**src/include/csp_pkg.sv**
```systemverilog
package csp_pkg;

  ////////////////////////////////////////////////////////////////////////
  // register byte offsets and buffer page numbers on the bus
  localparam logic [7:0] ADR_CTRL_ONE = 8'h00;
  localparam logic [7:0] ADR_CTRL_TWO = 8'h04;
  localparam logic [7:0] ADR_TX_SLOT = 8'h08;
  localparam logic [7:0] ADR_RX_SLOT = 8'h0c;
  localparam logic [7:0] ADR_STATUS = 8'h10;
  localparam logic [3:0] ADR_TXBUF_PAGE = 4'h2;
  localparam logic [3:0] ADR_RXBUF_PAGE = 4'h3;

  ////////////////////////////////////////////////////////////////////////
  // framing modes
  localparam logic [1:0] MODE_MULTI = 2'h0;
  localparam logic [1:0] MODE_I2S = 2'h1;
  localparam logic [1:0] MODE_ACLINK = 2'h2;

  ////////////////////////////////////////////////////////////////////////
  // counts and reset values
  localparam int NUM_BUF = 4;
  localparam logic [1:0] TRANSMIT_EMPTY_FLAG_DELAY = 2'h3;
  localparam logic [8:0] STOP_LEAD = 9'h003;
  localparam logic [15:0] SLOT_RST = 16'h0000;
  localparam logic [15:0] BUF_RST = 16'h0000;
  localparam logic [31:0] UNMAPPED_DATA = 32'h0000_0000;

  ////////////////////////////////////////////////////////////////////////
  // control fields
  typedef struct packed {
    logic enable;
    logic sync_dir;
    logic [1:0] mode;
    logic [1:0] buffer_length_field;
    logic [3:0] wpf;
    logic [3:0] ws;
  } csp_ctrl_type;

  localparam csp_ctrl_type CTRL_RST = '{1'b0, 1'b0, 2'h0, 2'h0, 4'h0, 4'h0};

  typedef enum logic [2:0] {
    ST_IDLE = 3'b001,
    ST_WAIT = 3'b010,
    ST_RUN = 3'b100
  } csp_state_type;

endpackage : csp_pkg

```
**src/csp_codec_port.sv**
```systemverilog
`timescale 1ns/1ns
module csp_codec_port (
  input wire logic clk_i,
  input wire logic rst_i,
  input wire logic [7:0] adr_i,
  input wire logic [31:0] dat_i,
  input wire logic [3:0] sel_i,
  input wire logic we_i,
  input wire logic cyc_i,
  input wire logic stb_i,
  output logic [31:0] dat_o,
  output logic ack_o,
  input wire logic bit_clock_pin_i,
  input wire logic frame_sync_pin_i,
  input wire logic sdi_i,
  output logic frame_sync_pin_o,
  output logic frame_sync_pin_oe_o,
  output logic sdo_o,
  output logic sdo_oe_o,
  output logic module_irq_flag_o
);

  ////////////////////////////////////////////////////////////////////////
  // functions
  function automatic logic slot_on(input logic [15:0] m,
                                   input logic [3:0] i);
    slot_on = m[i];
  endfunction : slot_on

  function automatic logic [15:0] merge16(input logic [15:0] old,
                                          input logic [15:0] dat,
                                          input logic [1:0] sel);
    merge16 = {sel[1] ? dat[15:8] : old[15:8], sel[0] ? dat[7:0] : old[7:0]};
  endfunction : merge16

  ////////////////////////////////////////////////////////////////////////
  // storage
  csp_pkg::csp_ctrl_type ctrl;
  csp_pkg::csp_state_type state;
  csp_pkg::csp_state_type next_state;
  logic [15:0] tx_slot;
  logic [15:0] rx_slot;
  logic [15:0] txbuf [csp_pkg::NUM_BUF];
  logic [15:0] rxbuf [csp_pkg::NUM_BUF];
  logic [15:0] tx_shadow [csp_pkg::NUM_BUF];
  logic [15:0] rx_shadow [csp_pkg::NUM_BUF];
  logic [15:0] rx_word;
  logic [3:0] bit_cnt;
  logic [3:0] word_cnt;
  logic [1:0] bidx;
  logic [1:0] tm_cnt;
  logic stop_pending;
  logic transmit_empty_flag;
  logic receive_full_flag;
  logic receive_overflow_flag;
  logic bclk_meta, bclk_s, bclk_d;
  logic fs_meta, fs_s, fs_prev;
  logic sdi_meta, sdi_s;

  ////////////////////////////////////////////////////////////////////////
  // bus decode
  wire req = cyc_i & stb_i & ~ack_o;
  wire wr = req & we_i;
  wire rd = req & ~we_i;
  wire [1:0] idx = adr_i[3:2];
  wire hit_tx = adr_i[7:4] == csp_pkg::ADR_TXBUF_PAGE;
  wire hit_rx = adr_i[7:4] == csp_pkg::ADR_RXBUF_PAGE;
  wire hit_c1 = adr_i == csp_pkg::ADR_CTRL_ONE;
  wire hit_c2 = adr_i == csp_pkg::ADR_CTRL_TWO;
  wire hit_ts = adr_i == csp_pkg::ADR_TX_SLOT;
  wire hit_rs = adr_i == csp_pkg::ADR_RX_SLOT;
  wire hit_st = adr_i == csp_pkg::ADR_STATUS;
  wire [15:0] ctrl_one = {ctrl.enable, 6'h00, ctrl.sync_dir, 6'h00, ctrl.mode};
  wire [15:0] ctrl_two = {4'h0, ctrl.buffer_length_field, 1'b0, ctrl.wpf, 1'b0, ctrl.ws};
  wire [15:0] c1_new = merge16(ctrl_one, dat_i[15:0], sel_i[1:0]);
  wire [15:0] c2_new = merge16(ctrl_two, dat_i[15:0], sel_i[1:0]);
  wire run = state == csp_pkg::ST_RUN;
  wire waiting = state == csp_pkg::ST_WAIT;
  wire idle = state == csp_pkg::ST_IDLE;
  wire [3:0] slot_field = run ? word_cnt : 4'h0;
  wire [15:0] status = {4'h0, 1'b0, slot_field, 2'h0,
                        module_irq_flag_o, receive_overflow_flag, receive_full_flag, 1'b0, transmit_empty_flag};
  wire [15:0] rd_half = hit_c1 ? ctrl_one :
                        hit_c2 ? ctrl_two :
                        hit_ts ? tx_slot :
                        hit_rs ? rx_slot :
                        hit_st ? status :
                        hit_tx ? txbuf[idx] :
                        hit_rx ? rxbuf[idx] : 16'h0000;
  wire [31:0] rd_word = {16'h0000, rd_half};

  ////////////////////////////////////////////////////////////////////////
  // link sampling and frame arithmetic
  wire tick = bclk_s & ~bclk_d;
  wire last_bit = bit_cnt == ctrl.ws;
  wire last_word = word_cnt == ctrl.wpf;
  wire frame_end = tick & run & last_bit & last_word;
  wire [8:0] word_len = {5'h00, ctrl.ws} + 9'h001;
  wire [8:0] frame_len = 9'(({5'h00, ctrl.wpf} + 9'h001) * word_len);
  wire [8:0] pos = 9'({5'h00, word_cnt} * word_len) + {5'h00, bit_cnt};
  wire tx_on = slot_on(tx_slot, word_cnt);
  wire rx_on = slot_on(rx_slot, word_cnt);
  wire word_done = tick & run & last_bit & (tx_on | rx_on);
  wire xfer = word_done & (bidx == ctrl.buffer_length_field);
  wire sync_evt = (ctrl.mode == csp_pkg::MODE_I2S) ? (fs_s ^ fs_prev) : fs_s;
  // a master also waits for a bit clock edge so that bit 0 lasts a full bit
  wire slave_go = tick & ctrl.enable & (~ctrl.sync_dir | sync_evt);
  wire start = idle & ctrl.enable;
  wire enter_idle = (frame_end & stop_pending) |
                    (waiting & ~ctrl.enable);
  wire rx_move = xfer | (enter_idle & (bidx != 2'h0));
  wire tx_move = xfer | start;
  wire stop_mark = tick & run & ~ctrl.enable &
                   (pos + csp_pkg::STOP_LEAD == frame_len);
  wire [15:0] bit_mask = 16'h8000 >> bit_cnt;
  wire [15:0] rx_now = sdi_s ? (rx_word | bit_mask) :
                       (rx_word & ~bit_mask);
  wire transmit_empty_flag_set = xfer | (tm_cnt == 2'h1);
  wire transmit_empty_flag_clr = wr & hit_tx;
  wire receive_full_flag_set = rx_move;
  wire receive_full_flag_clr = rd & hit_rx;
  wire rov_clr = wr & hit_st & sel_i[0] & dat_i[3];

  assign next_state = start ? csp_pkg::ST_WAIT :
                      enter_idle ? csp_pkg::ST_IDLE :
                      (waiting & slave_go) ? csp_pkg::ST_RUN :
                      (frame_end & ctrl.sync_dir & ~slave_go) ?
                        csp_pkg::ST_WAIT : state;

  ////////////////////////////////////////////////////////////////////////
  // synchronisers
  always_ff @(posedge clk_i)
  begin
    bclk_meta <= bit_clock_pin_i;
    bclk_s <= bclk_meta;
    bclk_d <= bclk_s;
    fs_meta <= frame_sync_pin_i;
    fs_s <= fs_meta;
    sdi_meta <= sdi_i;
    sdi_s <= sdi_meta;
  end

  ////////////////////////////////////////////////////////////////////////
  // bus slave
  always_ff @(posedge clk_i)
  begin
    if (rst_i)
    begin
      ack_o <= 1'b0;
      dat_o <= csp_pkg::UNMAPPED_DATA;
    end
    else
    begin
      ack_o <= req;
      dat_o <= rd ? rd_word : dat_o;
    end
  end

  always_ff @(posedge clk_i)
  begin
    if (rst_i)
    begin
      ctrl <= csp_pkg::CTRL_RST;
      tx_slot <= csp_pkg::SLOT_RST;
      rx_slot <= csp_pkg::SLOT_RST;
    end
    else
    begin
      if (wr & hit_c1)
        {ctrl.enable, ctrl.sync_dir, ctrl.mode} <=
          {c1_new[15], c1_new[8], c1_new[1:0]};
      if (wr & hit_c2)
        {ctrl.buffer_length_field, ctrl.wpf, ctrl.ws} <=
          {c2_new[11:10], c2_new[8:5], c2_new[3:0]};
      if (wr & hit_ts)
        tx_slot <= merge16(tx_slot, dat_i[15:0], sel_i[1:0]);
      if (wr & hit_rs)
        rx_slot <= merge16(rx_slot, dat_i[15:0], sel_i[1:0]);
    end
  end

  ////////////////////////////////////////////////////////////////////////
  // buffer registers and shadows
  always_ff @(posedge clk_i)
  begin
    for (int i = 0; i < csp_pkg::NUM_BUF; i++)
    begin
      if (rst_i)
      begin
        txbuf[i] <= csp_pkg::BUF_RST;
        rxbuf[i] <= csp_pkg::BUF_RST;
        tx_shadow[i] <= csp_pkg::BUF_RST;
        rx_shadow[i] <= csp_pkg::BUF_RST;
      end
      else
      begin
        if (wr & hit_tx & (idx == 2'(i)))
          txbuf[i] <= merge16(txbuf[i], dat_i[15:0], sel_i[1:0]);
        if (tx_move)
          tx_shadow[i] <= txbuf[i];
        if (word_done & rx_on & (bidx == 2'(i)))
          rx_shadow[i] <= rx_now;
        if (rx_move)
          rxbuf[i] <= (xfer & rx_on & (bidx == 2'(i))) ? rx_now
                                                       : rx_shadow[i];
      end
    end
  end

  ////////////////////////////////////////////////////////////////////////
  // serial engine
  always_ff @(posedge clk_i)
  begin
    if (rst_i)
    begin
      state <= csp_pkg::ST_IDLE;
      bit_cnt <= 4'h0;
      word_cnt <= 4'h0;
      bidx <= 2'h0;
      rx_word <= 16'h0000;
      stop_pending <= 1'b0;
      fs_prev <= 1'b0;
    end
    else
    begin
      state <= next_state;
      if (tick)
        fs_prev <= fs_s;
      if (start | enter_idle | (waiting & slave_go))
      begin
        bit_cnt <= 4'h0;
        word_cnt <= 4'h0;
        rx_word <= 16'h0000;
      end
      else if (tick & run)
      begin
        bit_cnt <= last_bit ? 4'h0 : bit_cnt + 4'h1;
        word_cnt <= frame_end ? 4'h0 : (last_bit ? word_cnt + 4'h1 : word_cnt);
        rx_word <= last_bit ? 16'h0000 : (rx_on ? rx_now : rx_word);
      end
      if (start | enter_idle)
        bidx <= 2'h0;
      else if (word_done)
        bidx <= xfer ? 2'h0 : bidx + 2'h1;
      if (start | enter_idle)
        stop_pending <= 1'b0;
      else if (stop_mark)
        stop_pending <= 1'b1;
    end
  end

  ////////////////////////////////////////////////////////////////////////
  // status flags
  always_ff @(posedge clk_i)
  begin
    if (rst_i)
    begin
      tm_cnt <= 2'h0;
      transmit_empty_flag <= 1'b0;
      receive_full_flag <= 1'b0;
      receive_overflow_flag <= 1'b0;
      module_irq_flag_o <= 1'b0;
    end
    else
    begin
      tm_cnt <= start ? csp_pkg::TRANSMIT_EMPTY_FLAG_DELAY :
                (tm_cnt != 2'h0) ? tm_cnt - 2'h1 : tm_cnt;
      transmit_empty_flag <= transmit_empty_flag_set | (transmit_empty_flag & ~transmit_empty_flag_clr);
      receive_full_flag <= receive_full_flag_set | (receive_full_flag & ~receive_full_flag_clr);
      receive_overflow_flag <= (rx_move & receive_full_flag & ~receive_full_flag_clr) | (receive_overflow_flag & ~rov_clr);
      module_irq_flag_o <= receive_full_flag | transmit_empty_flag;
    end
  end

  ////////////////////////////////////////////////////////////////////////
  // pins
  always_ff @(posedge clk_i)
  begin
    if (rst_i)
    begin
      frame_sync_pin_o <= 1'b0;
      frame_sync_pin_oe_o <= 1'b0;
      sdo_o <= 1'b0;
      sdo_oe_o <= 1'b0;
    end
    else
    begin
      frame_sync_pin_oe_o <= ~idle & ~ctrl.sync_dir;
      frame_sync_pin_o <= run & ~ctrl.sync_dir &
        ((ctrl.mode == csp_pkg::MODE_I2S) ? ~word_cnt[0] :
         ((word_cnt == 4'h0) & (bit_cnt == 4'h0)));
      sdo_oe_o <= ~idle;
      sdo_o <= run & tx_on & tx_shadow[bidx][~bit_cnt];
    end
  end

  ////////////////////////////////////////////////////////////////////////
  // checks
  property p_start_needs_enable;
    @(posedge clk_i) disable iff (rst_i)
    $past(idle) && !idle |-> $past(ctrl.enable);
  endproperty
  a_start_needs_enable: assert property (p_start_needs_enable)
    else $error("port left idle without enable");

  property p_transmit_empty_flag_after_enable;
    @(posedge clk_i) disable iff (rst_i)
    $past(idle) && !idle |-> ##3 transmit_empty_flag;
  endproperty
  a_transmit_empty_flag_after_enable: assert property (p_transmit_empty_flag_after_enable)
    else $error("transmit empty not set three clocks after enable");

  property p_rx_read_clears;
    @(posedge clk_i) disable iff (rst_i)
    rd && hit_rx && !receive_full_flag_set |=> !receive_full_flag;
  endproperty
  a_rx_read_clears: assert property (p_rx_read_clears)
    else $error("receive full survived buffer read");

  property p_tx_write_clears;
    @(posedge clk_i) disable iff (rst_i)
    wr && hit_tx && !transmit_empty_flag_set |=> !transmit_empty_flag;
  endproperty
  a_tx_write_clears: assert property (p_tx_write_clears)
    else $error("transmit empty survived buffer write");

  property p_irq_is_or;
    @(posedge clk_i) disable iff (rst_i)
    ##1 module_irq_flag_o == ($past(receive_full_flag) || $past(transmit_empty_flag));
  endproperty
  a_irq_is_or: assert property (p_irq_is_or)
    else $error("irq flag differs from flag OR");

  property p_idle_release;
    @(posedge clk_i) disable iff (rst_i)
    idle [*2] |-> !frame_sync_pin_oe_o && !sdo_oe_o;
  endproperty
  a_idle_release: assert property (p_idle_release)
    else $error("pins driven while idle");

  property p_disabled_stays_idle;
    @(posedge clk_i) disable iff (rst_i)
    idle && !ctrl.enable |=> idle;
  endproperty
  a_disabled_stays_idle: assert property (p_disabled_stays_idle)
    else $error("disabled port left idle");

  property p_slave_start;
    @(posedge clk_i) disable iff (rst_i)
    waiting && slave_go && !enter_idle |=>
      run && bit_cnt == 4'h0 && word_cnt == 4'h0;
  endproperty
  a_slave_start: assert property (p_slave_start)
    else $error("slave did not start frame on sync");

  property p_master_sync;
    @(posedge clk_i) disable iff (rst_i)
    run && !ctrl.sync_dir && ctrl.mode == csp_pkg::MODE_MULTI &&
      word_cnt == 4'h0 && bit_cnt == 4'h0 |=> frame_sync_pin_o;
  endproperty
  a_master_sync: assert property (p_master_sync)
    else $error("master frame sync missing at frame start");

  property p_slot_zero_idle;
    @(posedge clk_i) disable iff (rst_i)
    idle |-> status[11:7] == 5'h00;
  endproperty
  a_slot_zero_idle: assert property (p_slot_zero_idle)
    else $error("slot field nonzero while idle");

endmodule : csp_codec_port

```
**config.mk**
```make
export PLATFORM = sky130hd
export DESIGN_NAME = csp_codec_port
export DESIGN_NICKNAME = d
export VERILOG_FILES = /design/src/include/csp_pkg.sv /design/src/csp_codec_port.sv
export SDC_FILE = /design/constraint.sdc
export NUM_CORES = 1
export LEC_CHECK = 0
export ABC_AREA = 1
export BUFFER_PORTS_ARGS = -buffer_cell sky130_fd_sc_hd__buf_2
export CAP_MARGIN = 20
export CELL_PAD_IN_SITES_DETAIL_PLACEMENT = 0
export CELL_PAD_IN_SITES_GLOBAL_PLACEMENT = 1
export CORE_ASPECT_RATIO = 1.4
export CORE_MARGIN = 1
export CORE_UTILIZATION = 43
export DETAILED_ROUTE_END_ITERATION = 10
export PLACE_DENSITY = 0.77
export SETUP_SLACK_MARGIN = 0.02
export SYNTH_ARGS = -nofsm -noshare
export SYNTH_HDL_FRONTEND = slang
export SYNTH_SLANG_ARGS = --single-unit
```
**constraint.sdc**
```tcl
create_clock -name clk_i -period 4 [get_ports clk_i]
set_input_delay 1 -clock clk_i [delete_from_list [all_inputs] [get_ports clk_i]]
set_output_delay 1 -clock clk_i [all_outputs]
set_load 0.005 [all_outputs]
```
==> results.txt <==
Top_reg_cell synth - edfxtp_1
Simple-Gate Fraction of Synth Area - 22.9%
Finished Cell Area - 21900 µm²
Post-synth EDFFs - 256
Multiplexer share of the synthesized area - 0.0515%
CP Data Arrival Time - 4.24 ns
CP Buf/Inv Count - 4
Dpl cell area - 20500 µm²
CP Capture Point - stop_pending
GRT Overall Usage - 25.6%
Status - completed
Site row count - 91
Initial antenna violation count - 0
Worst skew pair latency - 0.54 ns
WL final - 58.4 mm
Peak VDD IR - 0.287 mV
Cell family with most CP delay - adder cells
First-pass GRT wire length - 88.6 mm
Slew Viols, Final - 0
CTS tree - done
Worst path max stage delay - 0.54 ns
Gr ovfl total - 0
Fmax - 265 MHz
DRC viols - 0
Slowest cell on crit path - fa_1
Post-DP HPWL - 42.5 mm
Max Cap Violations - 0
Worst path required time - 4.47 ns
Drt initial violations - 1186
Worst path depth - 20
Core area - 44300 µm²
Die X - 182 µm
Final worst slack - 0.226 ns
Setup-failing EPs final - 0
Largest family of logic cells by synthesized area - simple AND/OR/NAND/NOR gates
Critical Path Source Type - flop
Wire length per cell - 19.5 µm
Commonest cells after routing, fill and taps aside - 472 x nand2_1, 359 x nor2_1, 311 x inv_1, 256 x edfxtp_1, 151 x o21ai_0
Root buffer cell - clkbuf_16
Gate Count Post-Synth - 2336
Number of buffers added on ports - 55
PD cells - 382 nW/µm²
Pre-antenna DRT Iters - 7
Via/cell ratio - 5.26
RR Startpoint - ctrl[1]
Vias - 15700
Setup_tns - 0 ns
Full die area - 46100 µm²
Vias in the first global route - 15300
Setup slack, reg-to-reg - 0.23 ns
R2R Path End - stop_pending
Period Utilization, post-route - 94.3%
CTS max path bufs - 3
CTS sink count - 369
Minimum clock period after layout - 3.77 ns
Synth Area in XOR/XNOR - 0.721%
PnR Total Power - 8.38 mW
CTS clk-pin slew, worst paths - 0.06 ns
Setup WS pre-CTS - -0.0798 ns
Yosys reg bits - 369
Crit-path max FO - 6
Final ANT Viol Nets - 0
Post-synthesis compound-gate area fraction - 10.1%
Synthesized area per cell - 8.32 µm²
TritonCTS Buffers - 37
Nets - 2524
WS Path Type - reg2reg
# diodes - 0
Worst setup EP type - flop
Initial Util - 43.9%
Worst slew pin tran - 1.13 ns
Syn-to-layout area delta - 12.9%
Slew HR - 23.6%
IO Count - 90
Largest net degree at the start of global routing - 65
Share of cells above drive strength 1 - 11.1%
Critical path cell sequence - inv_2 -> nor3_4 -> or2_4 -> nand2_4 -> inv_2 -> nand2_2 -> fa_1 -> fa_1 -> fa_1 -> inv_2 -> ha_4 -> xor2_2 -> inv_1 -> nand3_1 -> nand3_1 -> nor2_2 -> nand2_1 -> nor2_1 -> nand3_1 -> a21oi_1
Max Clock Skew - 0.0136 ns
Routability congestion estimate - 0.926
Commonest non-fill, non-tap cell in the layout - nand2_1
Post-synthesis adder-cell area fraction - 5.01%
Ys Warns - 0
Sequential area share after synthesis - 51.2%
Die Y - 254 µm
Fin Hold WS - 0.326 ns
Distinct cells, synth - 47
Fin. Hold Viols - 0
Crit path launch - ctrl[1]
Reg2Reg Depth - 20
Ys async rst share - 0%
Leakage - 9.26 nW
Min-delay worst type - reg2reg
RSZ-0062 raised after global routing - yes
Post-synthesis cell area - 19400 µm²
H-tree depth - 2
## final cells by class
type,count,area [µm²]
fillers,4249,22300
flip-flops and latches,369,9960
multi-input cells,1518,7760
inverters,339,1270
clock buffers,45,988
repair buffers,140,963
well taps,558,698
clock inverters,21,300
## flip-flops by register name (all words and copies together) (netlist names), 2 cells and up, named ones only
name       cells
rx_shadow     64
rxbuf         64
tx_shadow     64
txbuf         64
dat_o         16
rx_slot       16
rx_word       16
tx_slot       16
ctrl          14
bit_cnt        4
word_cnt       4
state          3
bidx           2
tm_cnt         2
## cells in the mapped netlist, drive strengths merged (3+ instances only)
| cell type | number | area, µm² |
|---|---|---|
| a21oi | 133 | 669 |
| a22oi | 24 | 180 |
| a31oi | 3 | 25.0 |
| buf | 62 | 440 |
| clkbuf | 63 | 238 |
| clkinv | 9 | 33.8 |
| dfxtp | 113 | 2260 |
| edfxtp | 256 | 7690 |
| fa | 18 | 360 |
| ha | 49 | 613 |
| inv | 330 | 1240 |
| nand2 | 489 | 1850 |
| nand3 | 83 | 443 |
| nand3b | 6 | 45.0 |
| nand4 | 89 | 557 |
| nor2 | 367 | 1420 |
| nor3 | 18 | 95.1 |
| o2111ai | 7 | 61.3 |
| o211ai | 8 | 60.1 |
| o21ai | 154 | 771 |
| o22ai | 27 | 169 |
| or2 | 4 | 25.0 |
| xnor2 | 6 | 52.6 |
| xor2 | 10 | 87.6 |
## layer usage
layer	track usage [%]	part of all wire, %	up-vias	routed length, µm
li1	-	-	7749	-
met1	28.8	38	7364	22000
met3	2.42	4.6	129	2670
met5	0	0	-	0
met2	46.9	51	477	30000
met4	15.4	6.3	0	3680
## where the power goes
group / total (mW) / internal (mW) / leakage, nW / switching (mW)
Sequential: 4.23 / 4.19 / 3.50 / 0.0418
Clock: 3.72 / 2.22 / 0.628 / 1.49
Combinational: 0.432 / 0.124 / 5.13 / 0.308
## worst min-delay path by stage
stage | from | depth (start not counted) | end
final | bclk_meta | 0 | bclk_s
after global placement | bclk_meta | 0 | bclk_s
after global routing | fs_meta | 0 | fs_s
after floorplan | bclk_meta | 0 | bclk_s
after CTS | bclk_meta | 0 | bclk_s
after detailed placement | bclk_meta | 0 | bclk_s
## repair_timing
| item | 4_1_cts | 5_1_grt |
|---|---|---|
| cloned | 0 | 0 |
| gates resized for setup | 3 | 44 |
| setup endpoints to repair | 1 | 1 |
| pin swaps | 0 | 19 |
| setup buffers | 0 | 2 |
| hold endpoints to repair | 0 | 0 |
| hold buffers | 0 | 0 |
## logic make-up (layout without fill, tap and decap cells)
logic type               Yosys count  after routing
buffers and inverters            464            545
multiplexers                       1              1
flip-flops                       369            369
AND/OR/NAND/NOR                 1058           1058
other                              1             16
AO/OA/AOI/OAI                    360            360
XOR/XNOR                          16             16
adder cells (fa/ha/maj)           67             67
## stage by stage
step / std cells / util, %
after floorplan: 2351 / -
after global placement: 2922 / 46.3
after detailed placement: 2922 / 46.3
after CTS: 2988 / 49.2
after global routing: 2990 / 49.5
final: 2990 / 49.5
Note: power is estimated with default switching activity, not from simulation.
